--- src/rtl/cwd_pkg.sv ---
package cwd_pkg;
  localparam int unsigned CLK_HZ           = 100_000_000;
  localparam int unsigned MS_PER_S         = 1000;
  // Shortest power-up delay; longer codes double it
  localparam int unsigned POWERUP_DELAY_TIMER_BASE_MS     = 2;
  localparam int unsigned POWERUP_DELAY_TIMER_BASE_CYC    = POWERUP_DELAY_TIMER_BASE_MS * (CLK_HZ / MS_PER_S);
  localparam int          POWERUP_DELAY_TIMER_CNT_W       = 25;

  localparam logic [11:0] ADDR_WDOG_CFG    = 12'h000;
  localparam logic [11:0] ADDR_AUX_CFG     = 12'h004;
  localparam logic [11:0] ADDR_RESET_CFG   = 12'h008;
  localparam logic [11:0] ADDR_CTRL        = 12'h00C;
  localparam logic [11:0] ADDR_STATUS      = 12'h010;

  // Erased-flash style defaults: all ones except the aux key, which is 00 so the key stays consistent
  localparam logic [6:0]  WDOG_CFG_RST     = 7'h7F;
  localparam logic [3:0]  AUX_CFG_RST      = 4'h3;
  localparam logic [2:0]  RESET_CFG_RST    = 3'h7;

  localparam int          CTRL_BULK_ERASE  = 0;
  localparam int          CTRL_WDOG_CLEAR  = 1;
  localparam logic [1:0]  KEY_OPEN         = 2'h0;
  localparam logic [1:0]  KEY_OTHER        = 2'h3;

  localparam logic [6:0]  PRE_TERM_32      = 7'h1F;
  localparam logic [6:0]  PRE_TERM_128     = 7'h7F;

  typedef struct packed {
    logic [3:0] postscale_sel;
    logic       prescale_sel;
    logic       lock_wait_enable;
    logic       window_disable;
  } cwd_wdog_cfg_t;

  typedef struct packed {
    logic [1:0] segment_key;
    logic       write_protect_n;
    logic       code_protect_n;
  } cwd_aux_cfg_t;

  function automatic logic [15:0] cwd_post_ratio(input logic [3:0] sel);
    cwd_post_ratio = 16'h0001 << sel;
  endfunction

  function automatic logic [6:0] cwd_pre_term(input logic sel);
    cwd_pre_term = sel ? PRE_TERM_128 : PRE_TERM_32;
  endfunction
endpackage

--- src/rtl/cwd_top.sv ---
`timescale 1ns/1ps
// How it works
// - Window-disable 1 non-window, 0 window mode
// - Lock-wait holds PLL switch until lock
// - Prescale bit: 1 gives 1:128, 0 gives 1:32
// - Postscale code selects power-of-two ratio
// - Key mismatch forces auxiliary code protection
// - Forced lock stays until bulk erase
// - Code-protect bit 0 protects auxiliary memory
// - Write-protect bit 0 blocks auxiliary writes
// - Codes 111/110/101 give 128/64/32 ms
// - Lower codes halve; code 000 disables
module cwd_top
  import cwd_pkg::*;
#(
  parameter int unsigned POWERUP_DELAY_TIMER_BASE_CYCLES = POWERUP_DELAY_TIMER_BASE_CYC
)(
  input  wire logic        pclk,             // APB clock
  input  wire logic        presetn,          // Async reset, low
  input  wire logic [11:0] paddr,            // APB address
  input  wire logic        psel,             // APB select
  input  wire logic        penable,          // APB enable
  input  wire logic        pwrite,           // APB direction
  input  wire logic [31:0] pwdata,           // APB write data
  output logic      [31:0] prdata,           // APB read data
  output logic             pready,           // APB ready
  output logic             pslverr,          // APB error
  input  wire logic        wdog_tick,        // Watchdog base tick
  input  wire logic        clk_switch_req,   // Request switch to PLL
  input  wire logic        pll_lock,         // PLL lock valid
  output logic             pll_selected,     // PLL is clock source
  output logic             clk_switch_wait,  // Switch held for lock
  output logic             wdog_reset,       // Watchdog reset pulse
  output logic             aux_code_protected, // Aux segment read-locked
  output logic             aux_write_blocked,  // Aux segment write-locked
  output logic             powerup_done      // Power-up delay over
);
  cwd_wdog_cfg_t   wcfg_q;
  cwd_aux_cfg_t    acfg_q;
  cwd_aux_cfg_t    acfg_d;
  logic [2:0]      powerup_delay_timer_sel_q;
  logic [31:0]     prdata_q;
  logic            lock_q;
  logic            lock_d;
  logic            cp_q;
  logic            wb_q;
  logic            pll_q;
  logic            done_q;
  logic [POWERUP_DELAY_TIMER_CNT_W-1:0] cnt_q;

  wire setup    = psel & ~penable;
  wire wr       = psel & penable & pwrite;
  wire sel_wdog = (paddr == ADDR_WDOG_CFG);
  wire sel_aux  = (paddr == ADDR_AUX_CFG);
  wire sel_rst  = (paddr == ADDR_RESET_CFG);
  wire sel_ctrl = (paddr == ADDR_CTRL);
  wire sel_stat = (paddr == ADDR_STATUS);
  wire mapped   = sel_wdog | sel_aux | sel_rst | sel_ctrl | sel_stat;
  wire erase    = wr & sel_ctrl & pwdata[CTRL_BULK_ERASE];
  wire wd_clear = wr & sel_ctrl & pwdata[CTRL_WDOG_CLEAR];
  // Aux settings frozen while forced lock stands
  wire aux_wr   = wr & sel_aux & ~lock_q;

  // Key expected from the two settings
  function automatic logic cwd_key_bad(input cwd_aux_cfg_t c);
    cwd_key_bad = c.segment_key !=
                  ((c.code_protect_n & c.write_protect_n) ? KEY_OPEN : KEY_OTHER);
  endfunction

  // Erase reloads a consistent word; judging the next word lets it unlock
  assign acfg_d = erase  ? cwd_aux_cfg_t'(AUX_CFG_RST) :
                  aux_wr ? cwd_aux_cfg_t'(pwdata[3:0]) : acfg_q;

  wire       mismatch = cwd_key_bad(acfg_q);

  assign lock_d = cwd_key_bad(acfg_d) | (lock_q & ~erase);

  wire [POWERUP_DELAY_TIMER_CNT_W-1:0] base_cyc = POWERUP_DELAY_TIMER_CNT_W'(POWERUP_DELAY_TIMER_BASE_CYCLES);
  wire [POWERUP_DELAY_TIMER_CNT_W-1:0] powerup_delay_timer_cyc = (powerup_delay_timer_sel_q == 3'h0) ? '0 :
                                   POWERUP_DELAY_TIMER_CNT_W'(base_cyc << (powerup_delay_timer_sel_q - 3'h1));

  wire sw_ok = ~wcfg_q.lock_wait_enable | pll_lock;

  wire [31:0] rd_mux =
      sel_wdog ? {25'h0, wcfg_q} :
      sel_aux  ? {28'h0, acfg_q} :
      sel_rst  ? {29'h0, powerup_delay_timer_sel_q} :
      sel_stat ? {26'h0, pll_q, done_q, lock_q, wb_q, cp_q, ~wcfg_q.window_disable} :
                 32'h0;

  always_ff @(posedge pclk or negedge presetn) begin
    if (!presetn) begin
      wcfg_q     <= WDOG_CFG_RST;
      powerup_delay_timer_sel_q <= RESET_CFG_RST;
      prdata_q   <= 32'h0;
    end else begin
      if (wr & sel_wdog) begin
        wcfg_q <= pwdata[6:0];
      end
      if (wr & sel_rst) begin
        powerup_delay_timer_sel_q <= pwdata[2:0];
      end
      if (setup) begin
        prdata_q <= rd_mux;
      end
    end
  end

  always_ff @(posedge pclk or negedge presetn) begin
    if (!presetn) begin
      acfg_q <= AUX_CFG_RST;
      lock_q <= 1'b0;
    end else begin
      acfg_q <= acfg_d;
      lock_q <= lock_d;
    end
  end

  always_ff @(posedge pclk or negedge presetn) begin
    if (!presetn) begin
      cp_q <= 1'b1;
      wb_q <= 1'b1;
    end else begin
      cp_q <= ~acfg_q.code_protect_n | mismatch | lock_q;
      wb_q <= ~acfg_q.write_protect_n;
    end
  end

  always_ff @(posedge pclk or negedge presetn) begin
    if (!presetn) begin
      pll_q  <= 1'b0;
      done_q <= 1'b0;
      cnt_q  <= '0;
    end else begin
      if (clk_switch_req & sw_ok) begin
        pll_q <= 1'b1;
      end
      if (!done_q) begin
        done_q <= (cnt_q >= powerup_delay_timer_cyc);
        cnt_q  <= POWERUP_DELAY_TIMER_CNT_W'(cnt_q + 1'b1);
      end
    end
  end

  cwd_wdog u_wdog (
    .pclk       (pclk),
    .presetn    (presetn),
    .tick       (wdog_tick),
    .clear      (wd_clear),
    .cfg        (wcfg_q),
    .wdog_reset (wdog_reset)
  );

  assign pready             = 1'b1;
  assign pslverr            = psel & penable & ~mapped;
  assign prdata             = prdata_q;
  assign pll_selected       = pll_q;
  assign clk_switch_wait    = clk_switch_req & ~pll_q & ~sw_ok;
  assign aux_code_protected = cp_q;
  assign aux_write_blocked  = wb_q;
  assign powerup_done       = done_q;

  property p_lock_wait;
    @(posedge pclk) disable iff (!presetn)
      (!pll_q && wcfg_q.lock_wait_enable && !pll_lock) |=> !pll_q;
  endproperty
  a_lock_wait: assert property (p_lock_wait) else $error("switch before lock");

  property p_no_wait;
    @(posedge pclk) disable iff (!presetn)
      (clk_switch_req && !wcfg_q.lock_wait_enable) |=> pll_q;
  endproperty
  a_no_wait: assert property (p_no_wait) else $error("switch waited needlessly");

  property p_mismatch;
    @(posedge pclk) disable iff (!presetn)
      (mismatch && !erase) |=> lock_q && aux_code_protected;
  endproperty
  a_mismatch: assert property (p_mismatch) else $error("mismatch not protected");

  property p_sticky;
    @(posedge pclk) disable iff (!presetn)
      (lock_q && !erase) |=> lock_q;
  endproperty
  a_sticky: assert property (p_sticky) else $error("lock released without erase");

  property p_cp;
    @(posedge pclk) disable iff (!presetn)
      !acfg_q.code_protect_n |=> aux_code_protected;
  endproperty
  a_cp: assert property (p_cp) else $error("code protect ignored");

  property p_wb;
    @(posedge pclk) disable iff (!presetn)
      1'b1 |=> aux_write_blocked == !$past(acfg_q.write_protect_n);
  endproperty
  a_wb: assert property (p_wb) else $error("write protect wrong");

  property p_powerup_delay_timer_len;
    @(posedge pclk) disable iff (!presetn)
      $rose(done_q) |-> $past(cnt_q) >= $past(powerup_delay_timer_cyc) && $past(cnt_q, 2) < $past(powerup_delay_timer_cyc, 2);
  endproperty
  a_powerup_delay_timer_len: assert property (p_powerup_delay_timer_len) else $error("power-up delay length wrong");

  property p_powerup_delay_timer_off;
    @(posedge pclk) disable iff (!presetn)
      (powerup_delay_timer_sel_q == 3'h0) |=> powerup_done;
  endproperty
  a_powerup_delay_timer_off: assert property (p_powerup_delay_timer_off) else $error("disabled delay not skipped");

  c_lock: cover property (@(posedge pclk) disable iff (!presetn) $rose(lock_q));
  c_erase: cover property (@(posedge pclk) disable iff (!presetn) lock_q && erase);
  c_wait: cover property (@(posedge pclk) disable iff (!presetn) clk_switch_wait ##1 pll_q);
endmodule // cwd_top

--- src/rtl/cwd_wdog.sv ---
`timescale 1ns/1ps
module cwd_wdog
  import cwd_pkg::*;
(
  input  wire logic          pclk,       // Clock
  input  wire logic          presetn,    // Async reset, low
  input  wire logic          tick,       // Base watchdog clock tick
  input  wire logic          clear,      // Software service pulse
  input  wire cwd_wdog_cfg_t cfg,        // Watchdog settings
  output logic               wdog_reset  // Timeout or early service
);
  logic [6:0]  pre_q;
  logic [6:0]  pre_d;
  logic [14:0] post_q;
  logic [14:0] post_d;
  logic        rst_q;
  wire  [15:0] ratio    = cwd_post_ratio(cfg.postscale_sel);
  wire  [14:0] post_end = 15'(ratio - 16'h0001);
  wire         pre_end  = (pre_q == cwd_pre_term(cfg.prescale_sel));
  wire         expire   = tick & pre_end & (post_q == post_end);
  // Window opens at half the postscaled period
  wire         win_open = ({1'b0, post_q} >= (ratio >> 1));
  wire         early    = clear & ~cfg.window_disable & ~win_open;

  assign pre_d  = (clear | expire | (tick & pre_end)) ? 7'h00 : 7'(pre_q + {6'h00, tick});
  assign post_d = (clear | expire) ? 15'h0000 :
                  (tick & pre_end) ? 15'(post_q + 15'h0001) : post_q;

  always_ff @(posedge pclk or negedge presetn) begin
    if (!presetn) begin
      pre_q  <= 7'h00;
      post_q <= 15'h0000;
      rst_q  <= 1'b0;
    end else begin
      pre_q  <= pre_d;
      post_q <= post_d;
      rst_q  <= expire | early;
    end
  end
  assign wdog_reset = rst_q;

  property p_win_early;
    @(posedge pclk) disable iff (!presetn)
      (clear && !cfg.window_disable && post_q < ratio[15:1]) |=> wdog_reset;
  endproperty
  a_win_early: assert property (p_win_early) else $error("early service missed");

  property p_nowin;
    @(posedge pclk) disable iff (!presetn)
      (clear && cfg.window_disable && !expire) |=> !wdog_reset;
  endproperty
  a_nowin: assert property (p_nowin) else $error("service reset in non-window");

  property p_pre_ratio;
    @(posedge pclk) disable iff (!presetn)
      (tick && pre_q == 7'h1F && !clear) |=> (cfg.prescale_sel ? pre_q == 7'h20 : pre_q == 7'h00);
  endproperty
  a_pre_ratio: assert property (p_pre_ratio) else $error("prescale wrap wrong");

  property p_post_ratio;
    @(posedge pclk) disable iff (!presetn)
      wdog_reset && !$past(clear) |-> $past(post_q) == 15'($past(ratio) - 16'h0001);
  endproperty
  a_post_ratio: assert property (p_post_ratio) else $error("postscale ratio wrong");

  property p_timeout;
    @(posedge pclk) disable iff (!presetn)
      $rose(wdog_reset) && !$past(clear) |-> $past(tick) && $past(pre_end);
  endproperty
  a_timeout: assert property (p_timeout) else $error("timeout not at product");

  c_timeout: cover property (@(posedge pclk) disable iff (!presetn) expire);
  c_early: cover property (@(posedge pclk) disable iff (!presetn) early);
endmodule // cwd_wdog

--- config.mk ---
export PLATFORM = sky130hd
export DESIGN_NAME = cwd_top
export DESIGN_NICKNAME = d
export VERILOG_FILES = /design/src/rtl/cwd_pkg.sv /design/src/rtl/cwd_top.sv /design/src/rtl/cwd_wdog.sv
export SDC_FILE = /design/constraint.sdc
export NUM_CORES = 1
export LEC_CHECK = 0
export ABC_CLOCK_PERIOD_IN_PS = 8650
export BUFFER_PORTS_ARGS = -buffer_cell sky130_fd_sc_hd__buf_2
export CORE_AREA = 8 8 115 96
export DETAILED_ROUTE_END_ITERATION = 8
export DIE_AREA = 0 0 123 104
export GPL_TIMING_DRIVEN = 1
export PLACE_DENSITY = 0.82
export SLEW_MARGIN = 20
export SYNTH_ARGS = -nofsm -noshare
export SYNTH_HDL_FRONTEND = slang
export SYNTH_HIERARCHICAL = 1
export SYNTH_SLANG_ARGS = --single-unit
export TNS_END_PERCENT = 100
--- constraint.sdc ---
create_clock -name pclk -period 8.65 [get_ports pclk]
set_input_delay 0.865 -clock pclk [delete_from_list [all_inputs] [get_ports pclk]]
set_output_delay 0.865 -clock pclk [all_outputs]
set_load 0.01 [all_outputs]
==> flow_summary.yaml, run 1 <==
layout:
  fillerInstances: 778
  drive_gt1_share_pct: 14.96
  final_nets: 728
  final_cell_mix: "dfrtp_1 (60), nand2_1 (50), ha_1 (46)"
  ff_latch_area_mm2: 0.001869
  layout_commonest_cell: "dfrtp_1"
  design_area_mm2: 0.005917
  syn_to_final_growth_pct: 8.067
  diodes: 0
  multi_input_area_mm2: 0.003307
global_routing:
  gr-usage-all-layers_pct: 20.53
  antenna_found_initial: 0
  grt_pass1_vias: 4412
  grt_overflow: 0
  grt_pass1_wl_mm: 21.49
  grt_max_degree: 75
yosys:
  synthAdderAreaFrac_pct: 10.51
  synth_mux_area_share_pct: 3.565
  synth_xor_area_share_pct: 7.678
  syn_inst: 605
  netlist_area_mm2: 0.005475
  yosys_warnings: 6
  synth_edf_count: 0
  synth-compound-area-share_pct: 12.93
  synth_flop_cell: "dfrtp_1"
  yosysSeqAreaShare_pct: 34.14
  ys_ff_latch: 74
  synthArstFlopShare_pct: 100.0
  yosys.area_share.simple_pct: 23.93
  avgSynthCellArea_um2: 9.050
  synth_top_family_by_area: "simple AND/OR/NAND/NOR gates"
  yosys.cell_types.count: 70
floorplan:
  fp.dieArea_mm2: 0.01279
  fp.dieW_um: 123
  core_area_mm2: 0.009289
  chipHeight_um: 104
  rows: 32
  start_util_pct: 58.94
  io-pin-count: 92
routing:
  ant_nets: 0
  drtIter0Drc: 465
  totalWireLength_mm: 12.81
  wl_per_cell_um: 16.99
  vias: 4630
  drt_first_pass_iters: 5
  route.detailed.drc: 0
  viasPerCell: 6.141
clock_tree:
  cts_inserted_buffers: 9
  cts_max_level: 3
  insertion_delay_ps: 340
  clockRootBuffer: "clkbuf_16"
  cts_sinks: 74
  clockBufferDepth: 2
  cts_tree: "done"
  post_cts_resized: 0
  hold_buffers: 0
  cts_setup_buffers: 0
  path_clk_slew_ps: 60
power_and_ir_drop:
  power.density_mw_per_mm2: 143.5
  max-vdd-ir-drop_mv: 0.1415
  p_leak_nw: 2.738
timing:
  fin_hold_ws_ps: 478.1
  fin_crit_sh_pct: 38.90
  report.final.slew_viol_count: 0
  setup_violations: 0
  tightest_slew_ps: 941.3
  finClkSkew_ps: 8.670
  min_period_ps: 3365
  tns_ps: 0
  fmax_ghz: 0.2972
  rsz0062_at_grt: "no"
  maxSlewHeadroom_pct: 37.25
  finalHoldViolCount: 0
setup_path:
  required_ps: 8850
  cp-start-kind: "flop"
  crit_chain: "nor2b_1 > nand2_1 > ha_1 > nor3_1 > a21oi_1 > o21ai_0 > o221ai_1 > o41ai_4 > o31ai_1"
  reg2reg_from: "wcfg_q[3]"
  arrival_ps: 3560
  crit_fanout: 19
  critPathSlowestCell: "o41ai_4"
  cp-end-kind: "flop"
  crit_type: "flop to flop"
  critPathLaunch: "wcfg_q[3]"
  slowest_delay_ps: 820
placed_design:
  gp_congestion: 0.9122
  portBuffers: 40
  dp_hpwl_mm: 9.358
  placed_area_mm2: 0.005614
worst_hold_path:
  min_from: "cnt_q[24]"
  hold_path_class: "flop to flop"
run:
  cap_violations: 0
status:
  outcome: "finished clean"
==> registers in the layout, indices dropped and copies added, names as in the netlist <==
signal,count
lock_q,1
u_wdog/pre_q,7
pll_selected,1
aux_write_blocked,1
cnt_q,25
acfg_q,4
prdata,7
aux_code_protected,1
wcfg_q,7
powerup_done,1
u_wdog/post_q,15
powerup_delay_timer_sel_q,3
u_wdog/wdog_reset,1
==> path summary, 6_finish.rpt <==
path,endpoint,slack [ps],cells past startpoint
worst min register to register,cnt_q[24],480,1
worst min-delay path,cnt_q[24],480,1
worst max-delay path,u_wdog/post_q[0],5290,9
max in group asynchronous,pll_selected,7360,1
worst max register to register,u_wdog/post_q[0],5290,9
min in group asynchronous,cnt_q[19],640,1
==> per-stage QoR <==
step	instances	setup WS, ps	utilization, %	power (mW)
5_1_grt	754	5000	63.70	0.8848
6_report	754	5285	63.70	0.8492
3_5_place_dp	738	5325	60.44	0.4705
4_1_cts	754	5324	63.70	0.8555
3_3_place_gp	738	5392	60.44	0.4665
2_1_floorplan	629	5633	-	0.4503
==> per-layer routing <==
layer | vias up | GRT usage (%) | share of wire, %
li1 | 2191 | - | -
met1 | 2220 | 28.63 | 45
met2 | 194 | 30.63 | 45
met3 | 25 | 4.449 | 8.8
met4 | 0 | 6.953 | 1.6
met5 | - | 0 | 0
==> Yosys cell counts (3+ instances only) <==
cell type / number / share of area, %
dfrtp_1: 60 / 27
nand2_1: 50 / 3.4
ha_1: 46 / 11
nor2_1: 44 / 3.0
nand3_1: 38 / 3.5
buf_4: 26 / 3.6
xor2_1: 25 / 4.0
inv_1: 23 / 1.6
xnor2_1: 23 / 3.7
a21oi_1: 21 / 1.9
o21ai_0: 21 / 1.9
nor3_1: 20 / 1.8
and3_1: 15 / 1.7
clkbuf_1: 14 / 0.96
dfstp_2: 14 / 6.7
nor4_1: 14 / 1.6
mux2_2: 12 / 2.5
nand4_1: 9 / 1.0
a211oi_1: 8 / 1.1
buf_2: 8 / 0.73
nand2b_1: 8 / 0.91
nor2b_1: 8 / 0.91
a21o_1: 7 / 0.96
mux2i_1: 6 / 1.1
and4_1: 4 / 0.64
o31ai_1: 4 / 0.55
a2111oi_0: 3 / 0.48
a22o_1: 3 / 0.48
nand4b_1: 3 / 0.48
nor3b_1: 3 / 0.41
o211ai_1: 3 / 0.41
o21a_1: 3 / 0.41
o21ai_1: 3 / 0.27
o21bai_1: 3 / 0.41
or3_1: 3 / 0.34
==> layout make-up <==
cell class                 count  share of cell area (%)
inverter                      23                   1.459
clock inverter                 7                   1.311
clock buffer                   9                   3.806
tap                          119                   2.516
timing repair buffer          40                   3.426
multi-input combinational    482                   55.89
sequential                    74                   31.59
==> worst max-delay path: cells and delay by family (launching register included) <==
kind,cells,cell delay (ps)
AND/OR/NAND/NOR,3,660
adder cells (fa/ha/maj),1,330
AO/OA/AOI/OAI,5,1460
flip-flops,1,760
==> report_power, final <==
part           total [mW]  switching [mW]  internal [mW]
Clock               0.382           0.157          0.225
Sequential          0.383          0.0201          0.363
Combinational      0.0834          0.0486         0.0348
==> kinds of logic (layout without fill, tap and decap cells) <==
family          count (synthesis)  in the layout
mux                            18             18
fa+ha+maj                      46             46
xor+xnor                       48             48
flops                          74             74
compound gates                102            102
other cells                     2             26
simple gates                  242            242
buf+inv                        73             79
Note: power is estimated with default switching activity, not from simulation.
==> run 2: changes to the inputs <==
- ABC_CLOCK_PERIOD_IN_PS: 8650 -> 3210
- CORE_AREA: 8 8 115 96 -> 8 8 118 98
- DIE_AREA: 0 0 123 104 -> 0 0 126 106
- PLACE_DENSITY: 0.82 -> 0.78
- clock period: 8.65 -> 3.21 ns (I/O delays scaled with it)
==> run 2 against run 1 <==
  * Via count is 1.0% lower
  * Non-clock buffer count is 6 higher
  * Largest power group is now the clock network
  * Fmax is 18% higher
  * Cell count is 1.2% higher
  * Design area is 1.6% higher
  * First-iteration DRC count is 17% lower
  * Critical path depth stayed put
  * Combinational power grew to 2.8 times the previous value
  * Sequential share of layout area is 0.49 points lower
==> flow_summary.yaml, run 2 (synthesis gave the netlist of run 1 again) <==
status:
  outcome: "finished clean"
setup_path:
  crit_chain: "nor2_1 > nand2_1 > ha_1 > a21bo_2 > a21oi_1 > o221ai_1 > o41ai_4 > buf_4 > o31ai_1"
  arrival_ps: 3070
  required_ps: 3420
  critPathLaunch: "wcfg_q[4]"
  reg2regPathDepth: 9
  cp-end-kind: "flop"
  slowest_delay_ps: 790
  crit_fanout: 24
  critPathSlowestCell: "dfstp_2"
  crit_type: "flop to flop"
  reg2reg_from: "wcfg_q[4]"
  timing.rr.end: "u_wdog/post_q[0]"
  path_delay_family: "compound AO/OA/AOI/OAI gates"
  crit_buf_inv: 1
  cp-start-kind: "flop"
  cp.depth: 9
  cp-endpoint: "u_wdog/post_q[0]"
  rrSetupSlack_ps: 350
routing:
  viasPerCell: 6.007
  route.detailed.drc: 0
  ant_nets: 0
  wl_per_cell_um: 17.01
  totalWireLength_mm: 12.98
  drtIter0Drc: 388
  drt_first_pass_iters: 5
  vias: 4583
timing:
  rsz0062_at_grt: "no"
  maxSlewHeadroom_pct: 38.20
  fin_crit_sh_pct: 89.20
  report.final.slew_viol_count: 0
  finClkSkew_ps: 5.725
  tns_ps: 0
  fmax_ghz: 0.3492
  fin_hold_ws_ps: 116.3
  min_period_ps: 2863
  tightest_slew_ps: 927.1
  setup_violations: 0
  finalHoldViolCount: 0
layout:
  syn_to_final_growth_pct: 9.758
  fillerInstances: 822
  top_register: "cnt_q"
  diodes: 0
  layout_commonest_cell: "dfrtp_1"
  drive_gt1_share_pct: 15.76
  top_regs: "cnt_q x25, u_wdog/post_q x15"
  fin_util_pct: 61.15
  multi_input_area_mm2: 0.003309
  ff_latch_area_mm2: 0.001869
  final_nets: 734
  design_area_mm2: 0.006010
  largest_reg_flops: 25
  final_cell_mix: "dfrtp_1 (60), nand2_1 (50), ha_1 (45)"
floorplan:
  fp.dieArea_mm2: 0.01336
  io-pin-count: 92
  start_util_pct: 55.72
  chipHeight_um: 106
  fp.dieW_um: 126
  core_area_mm2: 0.009827
  rows: 33
global_routing:
  grt_overflow: 0
  gr-usage-all-layers_pct: 20.04
  grt_pass1_wl_mm: 22.11
  antenna_found_initial: 0
  grt_max_degree: 75
  grt_pass1_vias: 4542
clock_tree:
  cts_sinks: 74
  clockRootBuffer: "clkbuf_16"
  clockBufferDepth: 2
  cts_tree: "done"
  path_clk_slew_ps: 60
  cts_inserted_buffers: 9
  cts_max_level: 3
  insertion_delay_ps: 330
placed_design:
  portBuffers: 40
  dp_hpwl_mm: 9.426
  gp_congestion: 0.9428
  placed_area_mm2: 0.005663
power_and_ir_drop:
  total_power_mw: 2.432
  max-vdd-ir-drop_mv: 0.4146
  power.density_mw_per_mm2: 404.7
  p_leak_nw: 2.797
run:
  cap_violations: 0
worst_hold_path:
  hold_path_class: "primary input to async pin"
## run 2: worst min-delay path by stage
stage                     end  cells past startpoint
finish               cnt_q[4]                      1
detailed placement  prdata[3]                      2
global route        cnt_q[21]                      1
floorplan           acfg_q[2]                      0
CTS                 cnt_q[17]                      1
global placement    prdata[3]                      2
## run 2: power by group
part	internal [mW]	switching, mW	leakage [nW]
logic	0.0956	0.135	1.70
clock network	0.762	0.406	0.163
registers	0.979	0.0535	0.936
## run 2: layout make-up
type | instances | share of cell area, %
Clock buffer | 10 | 3.810
Multi-Input combinational cell | 482 | 55.07
Timing Repair Buffer | 46 | 4.122
Tap cell | 122 | 2.540
Clock inverter | 6 | 1.915
Inverter | 23 | 1.437
Sequential cell | 74 | 31.11
## run 2: what timing repair did
action,in CTS,in global routing
setup endpoints to repair,0,1
setup buffers,0,0
hold buffers,0,0
resized for setup,0,1
hold endpoints to repair,0,0
## run 2: metrics by stage
step	instances	setup WS (ps)
after floorplan	629	193.1
after CTS	763	269.3
final	763	346.7
after global routing	763	17.44
after global placement	747	425.8
after detailed placement	747	292.8
## run 2: metal layers
metal	track usage, %	wire length (µm)	vias to the layer above
met2	30.87	5783	183
met3	5.753	1103	12
met1	26.87	5958	2186
met4	5.913	135	0
met5	0	0	-
li1	-	-	2202
==> run 3: changes to the inputs <==
- CORE_AREA: 8 8 118 98 -> 8 8 131 109
- DIE_AREA: 0 0 126 106 -> 0 0 139 117
- PLACE_DENSITY: 0.78 -> 0.64
- TNS_END_PERCENT: 100 -> default
==> run 3 against run 2 <==
  * Critical path depth unchanged
  * Combinational power decreased by 3%
  * Clock-buffer cell count shrank 1
  * Non-clock buffer count grew 1
  * First-iteration DRC count decreased by 14%
  * Clock skew grew 5.0 ps
  * Critical endpoint unchanged
  * Largest cell class unchanged
==> flow_summary.yaml, run 3 (synthesis gave the netlist of run 1 again) <==
global_routing:
  grt_pass1_vias: 4361
  antenna_found_initial: 0
  gr-usage-all-layers_pct: 16.43
  grt_max_degree: 75
  grt_overflow: 0
  grt_pass1_wl_mm: 21.78
clock_tree:
  cts_tree: "done"
  hold_buffers: 0
  clockRootBuffer: "clkbuf_16"
  cts_sinks: 74
  cts_inserted_buffers: 9
  clockBufferDepth: 2
  cts_max_level: 3
  insertion_delay_ps: 340
  post_cts_resized: 0
  path_clk_slew_ps: 60
  cts_setup_buffers: 0
run:
  cap_violations: 0
layout:
  diodes: 0
  top_regs: "cnt_q x25, u_wdog/post_q x15"
  largest_reg_flops: 25
  fillerInstances: 1145
  layout_commonest_cell: "dfrtp_1"
  multi_input_area_mm2: 0.003307
  top_register: "cnt_q"
  final_nets: 735
  drive_gt1_share_pct: 15.89
  ff_latch_area_mm2: 0.001869
  design_area_mm2: 0.006008
  final_cell_mix: "dfrtp_1 (60), nand2_1 (50), ha_1 (46)"
  syn_to_final_growth_pct: 9.735
timing:
  finClkSkew_ps: 10.69
  setup_violations: 0
  maxSlewHeadroom_pct: 39.20
  tns_ps: 0
  report.final.slew_viol_count: 0
  tightest_slew_ps: 912.0
  rsz0062_at_grt: "no"
  min_period_ps: 2917
  finalHoldViolCount: 0
  fin_crit_sh_pct: 90.88
  fmax_ghz: 0.3428
placed_design:
  gp_congestion: 0.8685
  placed_area_mm2: 0.005713
  dp_hpwl_mm: 9.777
  portBuffers: 40
floorplan:
  chipHeight_um: 117
  start_util_pct: 44.46
  rows: 37
  io-pin-count: 92
  fp.dieW_um: 139
  core_area_mm2: 0.01231
  fp.dieArea_mm2: 0.01626
power_and_ir_drop:
  max-vdd-ir-drop_mv: 0.2452
  power.density_mw_per_mm2: 374.5
  p_leak_nw: 2.786
routing:
  totalWireLength_mm: 13.09
  wl_per_cell_um: 16.40
  drtIter0Drc: 333
  viasPerCell: 5.657
  route.detailed.drc: 0
  ant_nets: 0
  drt_first_pass_iters: 5
  vias: 4514
worst_hold_path:
  hold_path_class: "primary input to async pin"
setup_path:
  crit_type: "flop to flop"
  cp-start-kind: "flop"
  rrSetupSlack_ps: 290
  crit_fanout: 15
  required_ps: 3410
  cp-end-kind: "flop"
  arrival_ps: 3120
status:
  outcome: "finished clean"
==> run 3: worst paths after layout <==
kind	startpoint	end	cells past startpoint
worst max register to register	wcfg_q[3]	u_wdog/post_q[0]	9
worst min register to register	acfg_q[1]	aux_write_blocked	1
worst min-delay path	presetn	cnt_q[21]	1
min in group pclk	clk_switch_req	pll_selected	2
worst max-delay path	wcfg_q[3]	u_wdog/post_q[0]	9
max in group asynchronous	presetn	prdata[2]	1
==> run 3: cell type report <==
cell class / instances / area share (%)
multi-input combinational: 482 / 55.04
clock buffer: 9 / 3.748
sequential: 74 / 31.11
timing repair buffer: 47 / 4.248
tap: 156 / 3.249
inverter: 23 / 1.437
clock inverter: 7 / 1.166
==> run 3: metal layers <==
| layer | GRT usage (%) | share of wire [%] | up-vias | routed length, µm |
|---|---|---|---|---|
| met2 | 25.47 | 43 | 167 | 5664 |
| met4 | 5.106 | 1.1 | 0 | 138 |
| met1 | 21.92 | 48 | 2127 | 6249 |
| met3 | 4.702 | 7.9 | 16 | 1034 |
| li1 | - | - | 2204 | - |
| met5 | 0 | 0 | - | 0 |
==> run 3: power breakdown <==
part           leakage [nW]  total [mW]  switching (mW)  internal [mW]
combinational          1.70       0.223           0.130         0.0934
sequential            0.936        1.03          0.0533          0.979
clock                 0.145       0.994           0.395          0.600
==> run 3: worst max-delay path, cell delays in order (launching register included) <==
cell and delay, ps:
dfstp_2 590, nor2b_1 300, nand2_1 120, ha_1 340
nand2_1 110, o32ai_1 80, or4b_4 550, o41ai_4 350
buf_4 250, o31ai_1 90
==> run 3: stage by stage <==
step                      std cells  power, mW  hold WS, ps  setup WS [ps]  util, %
final                           798      2.250        129.9          292.7    48.79
after global routing            798      2.353        202.3          91.36    48.79
after CTS                       798      2.275        169.1          314.3    48.79
after detailed placement        782      1.272        461.4          322.3    46.39
after global placement          782      1.261        459.6          378.6    46.39
after floorplan                 629      1.213        25.41          193.1        -
